<file path="src/acm_map.svh">
// Field positions, reset values and timing counts for the comparator-mode control
`ifndef ACM_MAP_SVH
`define ACM_MAP_SVH

// Converter mode register: bit 3 selects comparator mode
`define ACM_MODE_BIT 3
`define ACM_MODE_RST 4'h0

// Interrupt select register: bit 2 selects interrupt over skip
`define ACM_IRQSEL_BIT 2

// Comparison level register
`define ACM_LEVEL_RST 8'h00

// Result register reset value
`define ACM_RESULT_RST 10'h000

// Machine cycles of one comparison
`define ACM_CMP_MCYC 8
`define ACM_CMP_LAST 3'h7

// Master clocks per machine cycle
`define ACM_MCYC_DIV 3
`define ACM_DIV_LAST 2'h2

`endif

</file>
<file path="src/acm_pkg.sv">
// Types shared by the comparator-mode control
package acm_pkg;

    typedef enum logic [1:0]
    {
        ACM_IDLE = 2'b00,
        ACM_RUN = 2'b01
    } acm_state_t;

endpackage

</file>
<file path="src/acm_ctrl.sv">
// Comparator-mode control of the on-chip A/D converter
//
// How it works
// - Level-set instruction loads B into upper nibble, A into lower nibble.
// - Entering comparator mode marks the conversion result as undefined.
// - Level register is separate and keeps its value in conversion mode.
// - Level register is written and read only in comparator mode.
// - In comparator mode the DAC code is the level, step VDD/256.
// - Compare flag holds the outcome: set when input is below level.
// - Flag clears on interrupt taken or on skip, chosen by interrupt select.
// - Start begins a compare ending 8 machine cycles later, then flags.
// - Low-bits move puts result bits 1:0 into A[3:2], A[1:0] zero.
// - Leaving comparator mode sets the flag; with skip selected, software skips to clear it.
// - Mode bit 3 high selects comparator mode, low selects conversion.
`include "acm_map.svh"

module acm_ctrl
(
    // Clock and reset
    input wire logic I_MCLK,
    input wire logic I_RSTN,
    // CPU registers A and B
    input wire logic [3:0] I_REG_A,
    input wire logic [3:0] I_REG_B,
    // Instruction strobes
    input wire logic I_SET_LEVEL_INSTR,
    input wire logic I_READ_LEVEL_INSTR,
    input wire logic I_BEGIN_COMPARE_INSTR,
    input wire logic I_SKIP_IF_FLAG_INSTR,
    input wire logic I_MOVE_LOW_BITS_INSTR,
    input wire logic I_MODE_WR,
    input wire logic [3:0] I_MODE_DATA,
    // Interrupt control
    input wire logic [3:0] I_IRQ_SELECT_REG,
    input wire logic I_IRQ_TAKEN,
    // Analog comparator and conversion sequencer
    input wire logic I_CMP_BELOW,
    input wire logic [9:0] I_SAR_CODE,
    input wire logic [9:0] I_SAR_RESULT,
    input wire logic I_SAR_DONE,
    // Data back to the CPU
    output logic [3:0] O_REG_A,
    output logic [3:0] O_REG_B,
    output logic O_RD_VALID,
    output logic O_SKIP,
    // Converter state
    output logic [3:0] O_CONVERTER_MODE_REG,
    output logic O_COMPARE_FLAG,
    output logic O_BUSY,
    output logic O_SAR_START,
    output logic O_RESULT_VALID,
    output logic [9:0] O_DAC_CODE
);

    ////////////////////////////////////////////////////////////////////////////
    // Machine-cycle enable

    logic tick;

    acm_tick u_tick
    (
        .i_clk (I_MCLK),
        .i_rstn (I_RSTN),
        .o_tick (tick)
    );

    ////////////////////////////////////////////////////////////////////////////
    // Decode

    acm_pkg::acm_state_t state_r;
    logic [2:0] mcyc_r;
    logic [7:0] level_r;
    logic [9:0] result_r;
    logic mode_cmp;
    logic irq_mode;
    logic start_cmp;
    logic cmp_end;
    logic to_conv;
    logic to_cmp;
    logic flag_set;
    logic flag_clr;
    logic flag_nxt;

    assign mode_cmp = O_CONVERTER_MODE_REG[`ACM_MODE_BIT];
    assign irq_mode = I_IRQ_SELECT_REG[`ACM_IRQSEL_BIT];
    assign start_cmp = I_BEGIN_COMPARE_INSTR && mode_cmp && (state_r == acm_pkg::ACM_IDLE);
    assign cmp_end = (state_r == acm_pkg::ACM_RUN) && tick && (mcyc_r == `ACM_CMP_LAST);
    assign to_conv = I_MODE_WR && mode_cmp && !I_MODE_DATA[`ACM_MODE_BIT];
    assign to_cmp = I_MODE_WR && !mode_cmp && I_MODE_DATA[`ACM_MODE_BIT];

    ////////////////////////////////////////////////////////////////////////////
    // Mode register

    always_ff @(posedge I_MCLK or negedge I_RSTN)
    begin
        if (!I_RSTN)
            O_CONVERTER_MODE_REG <= `ACM_MODE_RST;
        else if (I_MODE_WR)
            O_CONVERTER_MODE_REG <= I_MODE_DATA;
    end

    ////////////////////////////////////////////////////////////////////////////
    // Comparison level register

    always_ff @(posedge I_MCLK or negedge I_RSTN)
    begin
        if (!I_RSTN)
            level_r <= `ACM_LEVEL_RST;
        else if (I_SET_LEVEL_INSTR && mode_cmp)
            level_r <= {I_REG_B, I_REG_A};
    end

    ////////////////////////////////////////////////////////////////////////////
    // Compare sequencer

    always_ff @(posedge I_MCLK or negedge I_RSTN)
    begin
        if (!I_RSTN)
        begin
            state_r <= acm_pkg::ACM_IDLE;
            mcyc_r <= 3'h0;
        end
        else
        begin
            case (state_r)
                acm_pkg::ACM_IDLE:
                begin
                    mcyc_r <= 3'h0;
                    if (start_cmp)
                        state_r <= acm_pkg::ACM_RUN;
                end
                acm_pkg::ACM_RUN:
                begin
                    if (cmp_end)
                        state_r <= acm_pkg::ACM_IDLE;
                    else if (tick)
                        mcyc_r <= mcyc_r + 3'h1;
                end
                default:
                begin
                    state_r <= acm_pkg::ACM_IDLE;
                    mcyc_r <= 3'h0;
                end
            endcase
        end
    end

    always_ff @(posedge I_MCLK or negedge I_RSTN)
    begin
        if (!I_RSTN)
            O_BUSY <= 1'b0;
        else if (start_cmp)
            O_BUSY <= 1'b1;
        else if (cmp_end)
            O_BUSY <= 1'b0;
    end

    // Start in conversion mode goes to the sequencer
    always_ff @(posedge I_MCLK or negedge I_RSTN)
    begin
        if (!I_RSTN)
            O_SAR_START <= 1'b0;
        else
            O_SAR_START <= I_BEGIN_COMPARE_INSTR && !mode_cmp;
    end

    ////////////////////////////////////////////////////////////////////////////
    // Compare flag

    assign flag_set = (cmp_end && I_CMP_BELOW)
        || (I_SAR_DONE && !mode_cmp)
        || to_conv;
    assign flag_clr = (irq_mode && I_IRQ_TAKEN)
        || (!irq_mode && I_SKIP_IF_FLAG_INSTR && O_COMPARE_FLAG);

    always_comb
    begin
        flag_nxt = O_COMPARE_FLAG;
        if (flag_set)
            flag_nxt = 1'b1;
        else if (flag_clr)
            flag_nxt = 1'b0;
    end

    always_ff @(posedge I_MCLK or negedge I_RSTN)
    begin
        if (!I_RSTN)
            O_COMPARE_FLAG <= 1'b0;
        else
            O_COMPARE_FLAG <= flag_nxt;
    end

    always_ff @(posedge I_MCLK or negedge I_RSTN)
    begin
        if (!I_RSTN)
            O_SKIP <= 1'b0;
        else
            O_SKIP <= I_SKIP_IF_FLAG_INSTR && O_COMPARE_FLAG && !irq_mode;
    end

    ////////////////////////////////////////////////////////////////////////////
    // Conversion result

    always_ff @(posedge I_MCLK or negedge I_RSTN)
    begin
        if (!I_RSTN)
        begin
            result_r <= `ACM_RESULT_RST;
            O_RESULT_VALID <= 1'b0;
        end
        else if (to_cmp)
            O_RESULT_VALID <= 1'b0;
        else if (I_SAR_DONE && !mode_cmp)
        begin
            result_r <= I_SAR_RESULT;
            O_RESULT_VALID <= 1'b1;
        end
    end

    ////////////////////////////////////////////////////////////////////////////
    // DAC drive

    always_ff @(posedge I_MCLK or negedge I_RSTN)
    begin
        if (!I_RSTN)
            O_DAC_CODE <= 10'h000;
        else if (mode_cmp)
            O_DAC_CODE <= {level_r, 2'b00};
        else
            O_DAC_CODE <= I_SAR_CODE;
    end

    ////////////////////////////////////////////////////////////////////////////
    // Reads back to A and B

    always_ff @(posedge I_MCLK or negedge I_RSTN)
    begin
        if (!I_RSTN)
        begin
            O_REG_A <= 4'h0;
            O_REG_B <= 4'h0;
            O_RD_VALID <= 1'b0;
        end
        else if (I_READ_LEVEL_INSTR && mode_cmp)
        begin
            O_REG_A <= level_r[3:0];
            O_REG_B <= level_r[7:4];
            O_RD_VALID <= 1'b1;
        end
        else if (I_MOVE_LOW_BITS_INSTR)
        begin
            O_REG_A <= {result_r[1:0], 2'b00};
            O_RD_VALID <= 1'b1;
        end
        else
            O_RD_VALID <= 1'b0;
    end
endmodule

</file>
<file path="src/acm_tick.sv">
// Machine-cycle enable divider
`include "acm_map.svh"

module acm_tick
(
    // Clock and reset
    input wire logic i_clk,
    input wire logic i_rstn,
    // Enable pulse
    output logic o_tick
);

    logic [1:0] cnt_r;

    always_ff @(posedge i_clk or negedge i_rstn)
    begin
        if (!i_rstn)
        begin
            cnt_r <= 2'h0;
            o_tick <= 1'b0;
        end
        else if (cnt_r == `ACM_DIV_LAST)
        begin
            cnt_r <= 2'h0;
            o_tick <= 1'b1;
        end
        else
        begin
            cnt_r <= cnt_r + 2'h1;
            o_tick <= 1'b0;
        end
    end

endmodule
</file>
<file path="config.mk">
export PLATFORM = sky130hd
export DESIGN_NAME = acm_ctrl
export DESIGN_NICKNAME = d
export VERILOG_FILES = /design/src/acm_pkg.sv /design/src/acm_ctrl.sv /design/src/acm_tick.sv
export VERILOG_INCLUDE_DIRS = /design/src /design/src/src
export SDC_FILE = /design/constraint.sdc
export NUM_CORES = 1
export LEC_CHECK = 0
export ABC_AREA = 1
export BUFFER_PORTS_ARGS = -buffer_cell sky130_fd_sc_hd__buf_4
export CORE_MARGIN = 2
export CORE_UTILIZATION = 35
export CTS_CLUSTER_SIZE = 16
export DETAILED_ROUTE_END_ITERATION = 7
export SLEW_MARGIN = 0
export SYNTH_ARGS = -nofsm -noshare
export SYNTH_HDL_FRONTEND = slang
export SYNTH_SLANG_ARGS = --single-unit
</file>
<file path="constraint.sdc">
create_clock -name I_MCLK -period 1.4 [get_ports I_MCLK]
set_clock_uncertainty 0.1 [all_clocks]
set_input_delay 0.14 -clock I_MCLK [delete_from_list [all_inputs] [get_ports I_MCLK]]
set_output_delay 0.14 -clock I_MCLK [all_outputs]
set_load 0.01 [all_outputs]
</file>
# Yosys cells after proc, flatten, opt, wreduce, memory -nomap -nowiden
# Index checks and enable logic that the tools add are counted.
word_totals:
  reg_bits: 46
  input_bits: 47
  elab_cells: 77
classes:
  add_sub_neg: 2
  eq_ne: 7
  mux: 19
  n_bitwise: 1
  n_reduce_logical: 32
ops:
  columns: ["operator", "n"]
  rows:
  - ["logical AND 1 bit", 18]
  - ["2-to-1 mux 10 bit", 1]
  - ["2-to-1 mux 1 bit", 9]
  - ["2-to-1 mux 3 bit", 3]
  - ["2-to-1 mux 4 bit", 2]
  - ["nonzero test 2 bit", 4]
  - ["2-to-1 mux 2 bit", 3]
  - ["!= test 2 bit, second input constant", 3]
  - ["AND reduction 2 bit", 3]
  - ["one-hot mux 2 bit (2 select lines)", 1]
  - ["adder 3 x 1 -> 3 bit, second input constant", 1]
  - ["equality test 3 bit, second input constant", 1]
  - ["logical NOT 1 bit", 3]
  - ["logical OR 1 bit", 3]
  - ["adder 2 x 1 -> 2 bit, second input constant", 1]
  - ["equality test 2 x 1 -> 1 bit, second input constant", 1]
  - ["equality test 2 bit, second input constant", 1]
  - ["logical NOT 2 bit", 1]
  - ["!= test 2 x 1 -> 1 bit, second input constant", 1]
  - ["NOT 1 bit", 1]

# Longest topological paths before layout
# Gate-level depths: netlist (run 1).
depth:
  ltp_word: 7
  depth_mapped: 6
  depth_no_buf: 6

# Cells and area by module
# From an unflattened synthesis (run 1), not the netlist that was laid out.
hier_totals:
  hier_cells: 189
  area_unflattened_um2: 1760.4
by_module_without_submodules:
  columns: ["mod", "instances", "cells_each", "area_per_inst_um2"]
  rows:
  - ["acm_ctrl", 1, 181, 1666.6]
  - ["acm_tick", 1, 8, 93.8]

# Worst setup path before layout (run 1)
# OpenSTA, ideal clock, no wires.
synth_path:
  path_type: "flip-flop to flip-flop"
  startpoint: "register mcyc_r[0]"
  endpoint: "register mcyc_r[0]"
  arrival_ns: 1.110
  t_required_ns: 1.183
  setup_slack_ns: 0.073
  stages_incl_launch_ff: 7
  path_buffers: 0
  period_less_slack_ns: 1.327
  path_cell_list: "dfrtp_1 ha_1 ha_1 nor2_1 nand2_1 nand2_1 nor2_1"
synth_between:
  elab_chain_cells: 4
synth_rtl:
  columns: ["item", "line", "source"]
  rows:
  - ["start, declared", "acm_ctrl.sv:71", "logic [2:0] mcyc_r;"]
  - ["start signal, assigned", "acm_ctrl.sv:137", "mcyc_r <= mcyc_r + 3'h1;"]
  - ["adder 3 x 1 -> 3 bit or equality test 3 bit (tied branches)", null, null]
  - ["2-to-1 mux 3 bit or logical AND 1 bit (tied branches)", "acm_ctrl.sv:136, acm_ctrl.sv:87", null]
  - ["2-to-1 mux 3 bit or != test 2 bit (tied branches)", null, null]
  - ["2-to-1 mux 3 bit or AND reduction 2 bit (tied branches)", null, null]
# Parallel ways exist; a longest one is shown, timed or not. The select of a mux whose other input is x is not followed.
# A chain may end at the register's enable or synchronous reset.

# Worst setup path in the final report (run 1)
layout_path:
  startpoint: "register mcyc_r[0]"
  endpoint: "register mcyc_r[2]"
# The elaborated chain is that of the path after synthesis.

==> summary.md, run 1 <==
| Metric | Value |
|---|---|
| Outcome | `finished clean` |
| Final non-filler cell total | `356` |
| Area share of the largest cell type after synthesis | `0.6383` |
| Most frequent cells after synthesis | `nand2_1 (51), dfrtp_1 (45), inv_1 (25)` |
| Master cell of the clock root buffer | `clkbuf_8` |
| Count of pins over their slew limit | `0` |
| Max-cap check violation count | `0` |
| Post-Synthesis Cell Area | `0.001764 sq mm` |
| Fill count | `439` |
| Vias post-DR | `1526` |
| Shortest period the worst path allows | `1.345 ns` |
| Clock latency of the later-clocked register in the worst-skew pair | `0.29 ns` |
| Met1 usage in global routing | `0.1711` |
| Final RePlAce weighted congestion | `0.7158` |
| Total number of H-tree levels | `2` |
| Worst Path Arrival | `1.43 ns` |
| Number of antenna violations at the first check in global routing | `0` |
| Residual DRC count | `0` |
| Seq/Total Area, Yosys | `0.6383` |
| Area taken by flip-flops and latches | `0.001126 sq mm` |
| Instance count of the mapped netlist | `190` |
| RR Startpoint | `mcyc_r[0]` |
| Total power density per cell area | `1208 mW/mm^2` |
| Peak supply drop | `645.4 uV` |
| Largest cells by area after synthesis | `dfrtp_1 (64%), nand2_1 (11%), inv_1 (5.3%)` |
| Post-layout net count | `338` |
| Share of async-settable or async-resettable flops after synthesis | `1.000` |
| Total track usage | `0.1502` |
| Worst slew margin | `0.6290` |
| Core Rows | `25` |
| Setup Fix Bufs, Post-CTS | `0` |
| Clk sinks | `45` |
| Number of flops mapped to enable cells by yosys | `0` |
| Vias in the first global route | `1479` |
| Multi-input logic area | `519.2 sq um` |
| Boundary Pins | `75` |
| Most used flip-flop cell after synthesis | `dfrtp_1` |
| Number of iterations in the first detailed-routing pass | `4` |
| Most instantiated library cell after synthesis | `nand2_1` |
| Width of the die | `75.00 um` |
| Cell type with the highest aggregate area in the netlist | `dfrtp_1` |
| Number of synthesized register bits | `45` |
| Starting density of the core | `0.3686` |
| Worst reg-to-reg setup slack | `0.06 ns` |
| Chip Height | `75.00 um` |
| Origin of the worst setup path | `mcyc_r[0]` |
| Total clock buffers created by CTS | `5` |
| Synth-to-layout area growth | `53.62%` |
| Avg Synthesized Cell Area | `9.285 sq um` |
| Minimum hold slack | `0.02140 ns` |
| IO buf count | `63` |
| Total congestion overflow | `0` |
| Avg Vias per Cell | `4.287` |
| Clock transition at path regs | `0.08 ns` |
| Critical path endpoint | `mcyc_r[2]` |
| Largest net degree at the start of global routing | `46` |
| Area of placed instances | `0.002322 sq mm` |
| Final ANT Viol Nets | `0` |
| GR met3 Demand/Resource | `0.03614` |
| Distinct cell type count after synthesis | `15` |
| Busiest layer in global routing | `met2` |
| Final-report hold violation count | `0` |
| Placed insts | `320` |
| Detail-routed net length per standard cell | `10.99 um` |
| Number of DRC markers after the initial detailed-route iteration | `50` |
| Class of the worst hold path | `in -> reg` |
| Worst EP required | `1.48 ns` |
| Final standard cell area without fillers | `0.002710 sq mm` |
| Global-route wire length before repair | `6.306 mm` |
| Total chip power | `3274 uW` |
| Worst-margin pin slew | `0.5565 ns` |
| Maximum buffer depth of the clock tree | `2` |
| Count of inserted antenna diode cells | `0` |
| Post-Route WL | `3.911 mm` |
| Die area | `0.005624 sq mm` |
| R2R cell count | `7` |
| Syn_nets | `239` |
| TritonCTS clock tree | `yes` |
| Highest clock frequency the design can meet | `0.7435 GHz` |
| Number of endpoints failing setup at the final stage | `0` |
| Unrepaired setup endpoints after global routing | `no` |
| Highest net fanout along the worst path | `3` |
| Share of cells above drive strength 1 | `0.2803` |
| Crit end category | `flip-flop` |
| Met2 Use GR | `0.2651` |
| Critical path launch point type | `flip-flop` |
| Start point of the worst hold path | `I_REG_B[0]` |
| Final HPWL from detailed placement | `2.577 mm` |
| Part of the cycle the worst path needs | `0.9607` |
| Placeable core region | `0.004786 sq mm` |
| Kind of critical path | `reg -> reg` |
| Destination of the worst register-to-register timing path | `mcyc_r[2]` |
| Synth warnings | `0` |
| Leakage power of the design | `0.001419 uW` |
registers in the layout, indices dropped and copies added (netlist names), 2 cells and up:
register	cells
u_tick.cnt_r	2
O_REG_B	4
O_REG_A	4
mcyc_r	3
result_r	2
level_r	8
O_DAC_CODE	10
O_CONVERTER_MODE_REG	4
cell type report:
class,count,share of cell area
clock buffer,7,0.03186
inverter,25,0.03463
multi-input combinational,115,0.1916
sequential,45,0.4155
tap,67,0.03093
timing repair buffer,97,0.2955
worst min path at each step:
| stage | end | slack [ns] | cells after the start |
|---|---|---|---|
| 2_1_floorplan | O_BUSY | -0.26 | 0 |
| 3_3_place_gp | u_tick.cnt_r[0] | 0.07 | 1 |
| 3_5_place_dp | u_tick.cnt_r[0] | 0.08 | 1 |
| 4_1_cts | level_r[4] | 0.009 | 3 |
| 5_1_grt | level_r[4] | 0.01 | 3 |
| 6_report | level_r[4] | 0.02 | 3 |
worst max-delay path: stages, from the launching register on:
cell     delay (ns)
dfrtp_1        0.41
ha_2           0.19
ha_2           0.17
buf_4          0.14
inv_1          0.04
nand2_1        0.06
nand2_1        0.08
a21oi_2        0.06
logic make-up after synthesis:
kind of cell | Yosys count | share of synthesized area
AND/OR/NAND/NOR | 87 | 0.2000
flip-flops | 45 | 0.6383
buffers and inverters | 30 | 0.07376
AO/OA/AOI/OAI | 26 | 0.07376
adder cells (fa/ha/maj) | 2 | 0.01418
layout by cell type (no fill, tap or decap), drive strengths merged, types with 7 or more instances in the layout:
cell         instances
nand2               53
inv                 25
nor2                20
a21oi                8
buf                 68
nand3               13
dfrtp               45
dlygate4sd3         29
o21ai               18
clkbuf               7
per-stage QoR:
stage	TNS (ns)	utilization	worst slack [ns]
after floorplan	0	-	0.07278
after global placement	0	0.4852	0.04002
after detailed placement	-0.001726	0.4852	-0.001726
after CTS	0	0.5644	0.007075
after global routing	0	0.5663	0.001812
final	0	0.5663	0.05500
per-layer routing:
| metal | routed length (um) | up-vias |
|---|---|---|
| met2 | 1973 | 40 |
| met4 | 65 | 0 |
| li1 | - | 783 |
| met5 | 0 | - |
| met3 | 197 | 7 |
| met1 | 1675 | 696 |
timing repair:
item | CTS | global route
setup endpoints to repair | 2 | 4
hold buffers | 29 | 0
gates resized for setup | 1 | 3
endpoints found under the hold margin | 71 | 0
where the power goes:
part | internal, uW | total (uW) | switching [uW]
clock | 392 | 793 | 401
sequential | 1530 | 1660 | 129
combinational | 438 | 825 | 387
(Power assumes the default switching activity.)
==> inputs of run 2 (changes only) <==
--- a/config.mk
+++ b/config.mk
@@ -9,9 +9,10 @@
 export ABC_AREA = 1
 export BUFFER_PORTS_ARGS = -buffer_cell sky130_fd_sc_hd__buf_4
 export CORE_MARGIN = 2
-export CORE_UTILIZATION = 35
+export CORE_UTILIZATION = 38
 export CTS_CLUSTER_SIZE = 16
 export DETAILED_ROUTE_END_ITERATION = 7
+export PLACE_DENSITY = 0.69
 export SLEW_MARGIN = 0
 export SYNTH_ARGS = -nofsm -noshare
 export SYNTH_HDL_FRONTEND = slang
==> run 2 against run 1 <==
Compared with the run above:
- combinational power increased by 2%
- register-to-register slack gained 0.02 ns
- largest power group unchanged
- flip-flop and latch count unchanged
==> summary.md, run 2 (synthesis results as in run 1) <==
| Metric | Value |
|---|---|
| Outcome | `finished clean` |
| Total number of H-tree levels | `2` |
| Worst EP required | `1.16 ns` |
| Number of flip-flops under the largest register name | `10` |
| Starting density of the core | `0.3997` |
| Total clock buffers created by CTS | `5` |
| Boundary Pins | `75` |
| Kind of critical path | `reg -> out` |
| Critical path launch point type | `flip-flop` |
| Highest clock frequency the design can meet | `0.7501 GHz` |
| Leakage power of the design | `0.001415 uW` |
| Worst stage delay on the critical path | `0.48 ns` |
| Share of cells above drive strength 1 | `0.2813` |
| Final-report hold violation count | `0` |
| Top delay family on crit path | `flip-flops` |
| Number of DRC markers after the initial detailed-route iteration | `100` |
| Worst Path Arrival | `1.09 ns` |
| Fill count | `385` |
| Clock transition at path regs | `0.08 ns` |
| Part of the cycle the worst path needs | `0.9522` |
| Count of inserted antenna diode cells | `0` |
| Synth-to-layout area growth | `51.91%` |
| Regs by FF count | `O_DAC_CODE x10, level_r x8` |
| Detail-routed net length per standard cell | `12.10 um` |
| Shortest period the worst path allows | `1.333 ns` |
| Total congestion overflow | `0` |
| Total chip power | `3296 uW` |
| Post-layout net count | `337` |
| Die area | `0.005203 sq mm` |
| Clk sinks | `45` |
| Final ANT Viol Nets | `0` |
| Core Util, Final | `0.6071` |
| Peak supply drop | `531.5 uV` |
| TritonCTS clock tree | `yes` |
| Final HPWL from detailed placement | `2.709 mm` |
| Buf+Inv Stages, Crit Path | `2` |
| Vias in the first global route | `1513` |
| Avg Vias per Cell | `4.485` |
| Highest-count cells in the layout ignoring fill and taps | `buf_4 (68), nand2_1 (50), dfrtp_1 (45), dlygate4sd3_1 (28), inv_1 (25)` |
| Master cell of the clock root buffer | `clkbuf_8` |
| Count of pins over their slew limit | `0` |
| Vias post-DR | `1525` |
| Placeable core region | `0.004414 sq mm` |
| Worst slew margin | `0.6254` |
| Core Rows | `24` |
| Highest net fanout along the worst path | `7` |
| Residual DRC count | `0` |
| Final standard cell area without fillers | `0.002680 sq mm` |
| Class of the worst hold path | `in -> reg` |
| Number of endpoints failing setup at the final stage | `0` |
| Largest net degree at the start of global routing | `46` |
| Placed insts | `304` |
| Final non-filler cell total | `340` |
| Cell chain of the critical path | `buf_4, buf_4` |
| Number of iterations in the first detailed-routing pass | `4` |
| Most frequent standard cell in the layout excluding fill and tap cells | `buf_4` |
| Slowest CP cell | `dfrtp_1` |
| Max-cap check violation count | `0` |
| Width of the die | `72.14 um` |
| Maximum buffer depth of the clock tree | `2` |
| IO buf count | `63` |
| Most flops, register | `O_DAC_CODE` |
| Crit end category | `output port` |
| Total power density per cell area | `1230 mW/mm^2` |
| Chip Height | `72.14 um` |
| Post-Route WL | `4.114 mm` |
| Final RePlAce weighted congestion | `0.7245` |
| Most frequent cell on the critical path | `buf_4` |
| Area of placed instances | `0.002296 sq mm` |
| Clock latency of the later-clocked register in the worst-skew pair | `0.29 ns` |
| Global-route wire length before repair | `6.775 mm` |
| Total track usage | `0.1728` |
| Number of antenna violations at the first check in global routing | `0` |
| Worst-margin pin slew | `0.5619 ns` |
[run 2: changes by cell type in the layout (fill, tap and decap cells not counted)]
cell and delta:
nand2_2 +1, dlygate4sd3_1 -1, nand2_1 -1, a21oi_1 +1, a21oi_2 -1
[run 2: layer usage]
metal / routed length (um) / share of wire / vias to the layer above / global-route usage
li1: - / - / 782 / -
met1: 1737 / 0.42 / 693 / 0.2026
met2: 2132 / 0.52 / 46 / 0.3007
met3: 193 / 0.047 / 4 / 0.04583
met4: 49 / 0.012 / 0 / 0.06918
met5: 0 / 0 / - / 0
[run 2: power breakdown]
group / total, uW / switching [uW] / internal (uW)
logic: 839 / 394 / 444
registers: 1660 / 134 / 1530
clock network: 797 / 405 / 392
[run 2: per-stage QoR]
stage	setup slack (ns)	hold slack (ns)	TNS [ns]
floorplan	0.07278	-0.2556	0
global placement	0.04618	0.07144	0
finish	0.06689	0.01805	0
global route	-0.01311	0.01774	-0.01311
CTS	0.01221	0.01070	0
detailed placement	0.02192	0.07775	0
[run 2: repair_timing]
| action | in CTS | in global routing |
|---|---|---|
| setup buffers | 0 | 1 |
| endpoints found under the setup margin | 0 | 4 |
| hold endpoints to repair | 72 | 0 |
| resized for setup | 0 | 4 |
| hold buffers | 28 | 0 |
[run 2: worst register-to-register path, delay by kind of cell (launching register included)]
kind	cells	cell delay [ns]
AND/OR/NAND/NOR	2	0.10
adder cells (fa/ha/maj)	2	0.35
buffers and inverters	2	0.20
AO/OA/AOI/OAI	1	0.06
flip-flops	1	0.41
[run 2: final timing paths]
kind	from	to	slack, ns	cells past startpoint
max	O_CONVERTER_MODE_REG[3]	O_CONVERTER_MODE_REG[3]	0.07	2
min	I_REG_A[2]	level_r[2]	0.02	3
max reg2reg	mcyc_r[0]	mcyc_r[1]	0.08	7
min reg2reg	u_tick.cnt_r[0]	u_tick.o_tick	0.36	1
max in group asynchronous	I_RSTN	O_DAC_CODE[4]	0.53	2
min in group asynchronous	I_RSTN	u_tick.o_tick	0.29	2
[run 2: final cells by class]
type / count / area (sq um) / area share
Clock buffer: 7 / 86.33 / 0.03221
Inverter: 25 / 93.84 / 0.03501
Multi-Input combinational cell: 115 / 518.0 / 0.1933
Sequential cell: 45 / 1126 / 0.4202
Tap cell: 52 / 65.06 / 0.02428
Timing Repair Buffer: 96 / 790.8 / 0.2951
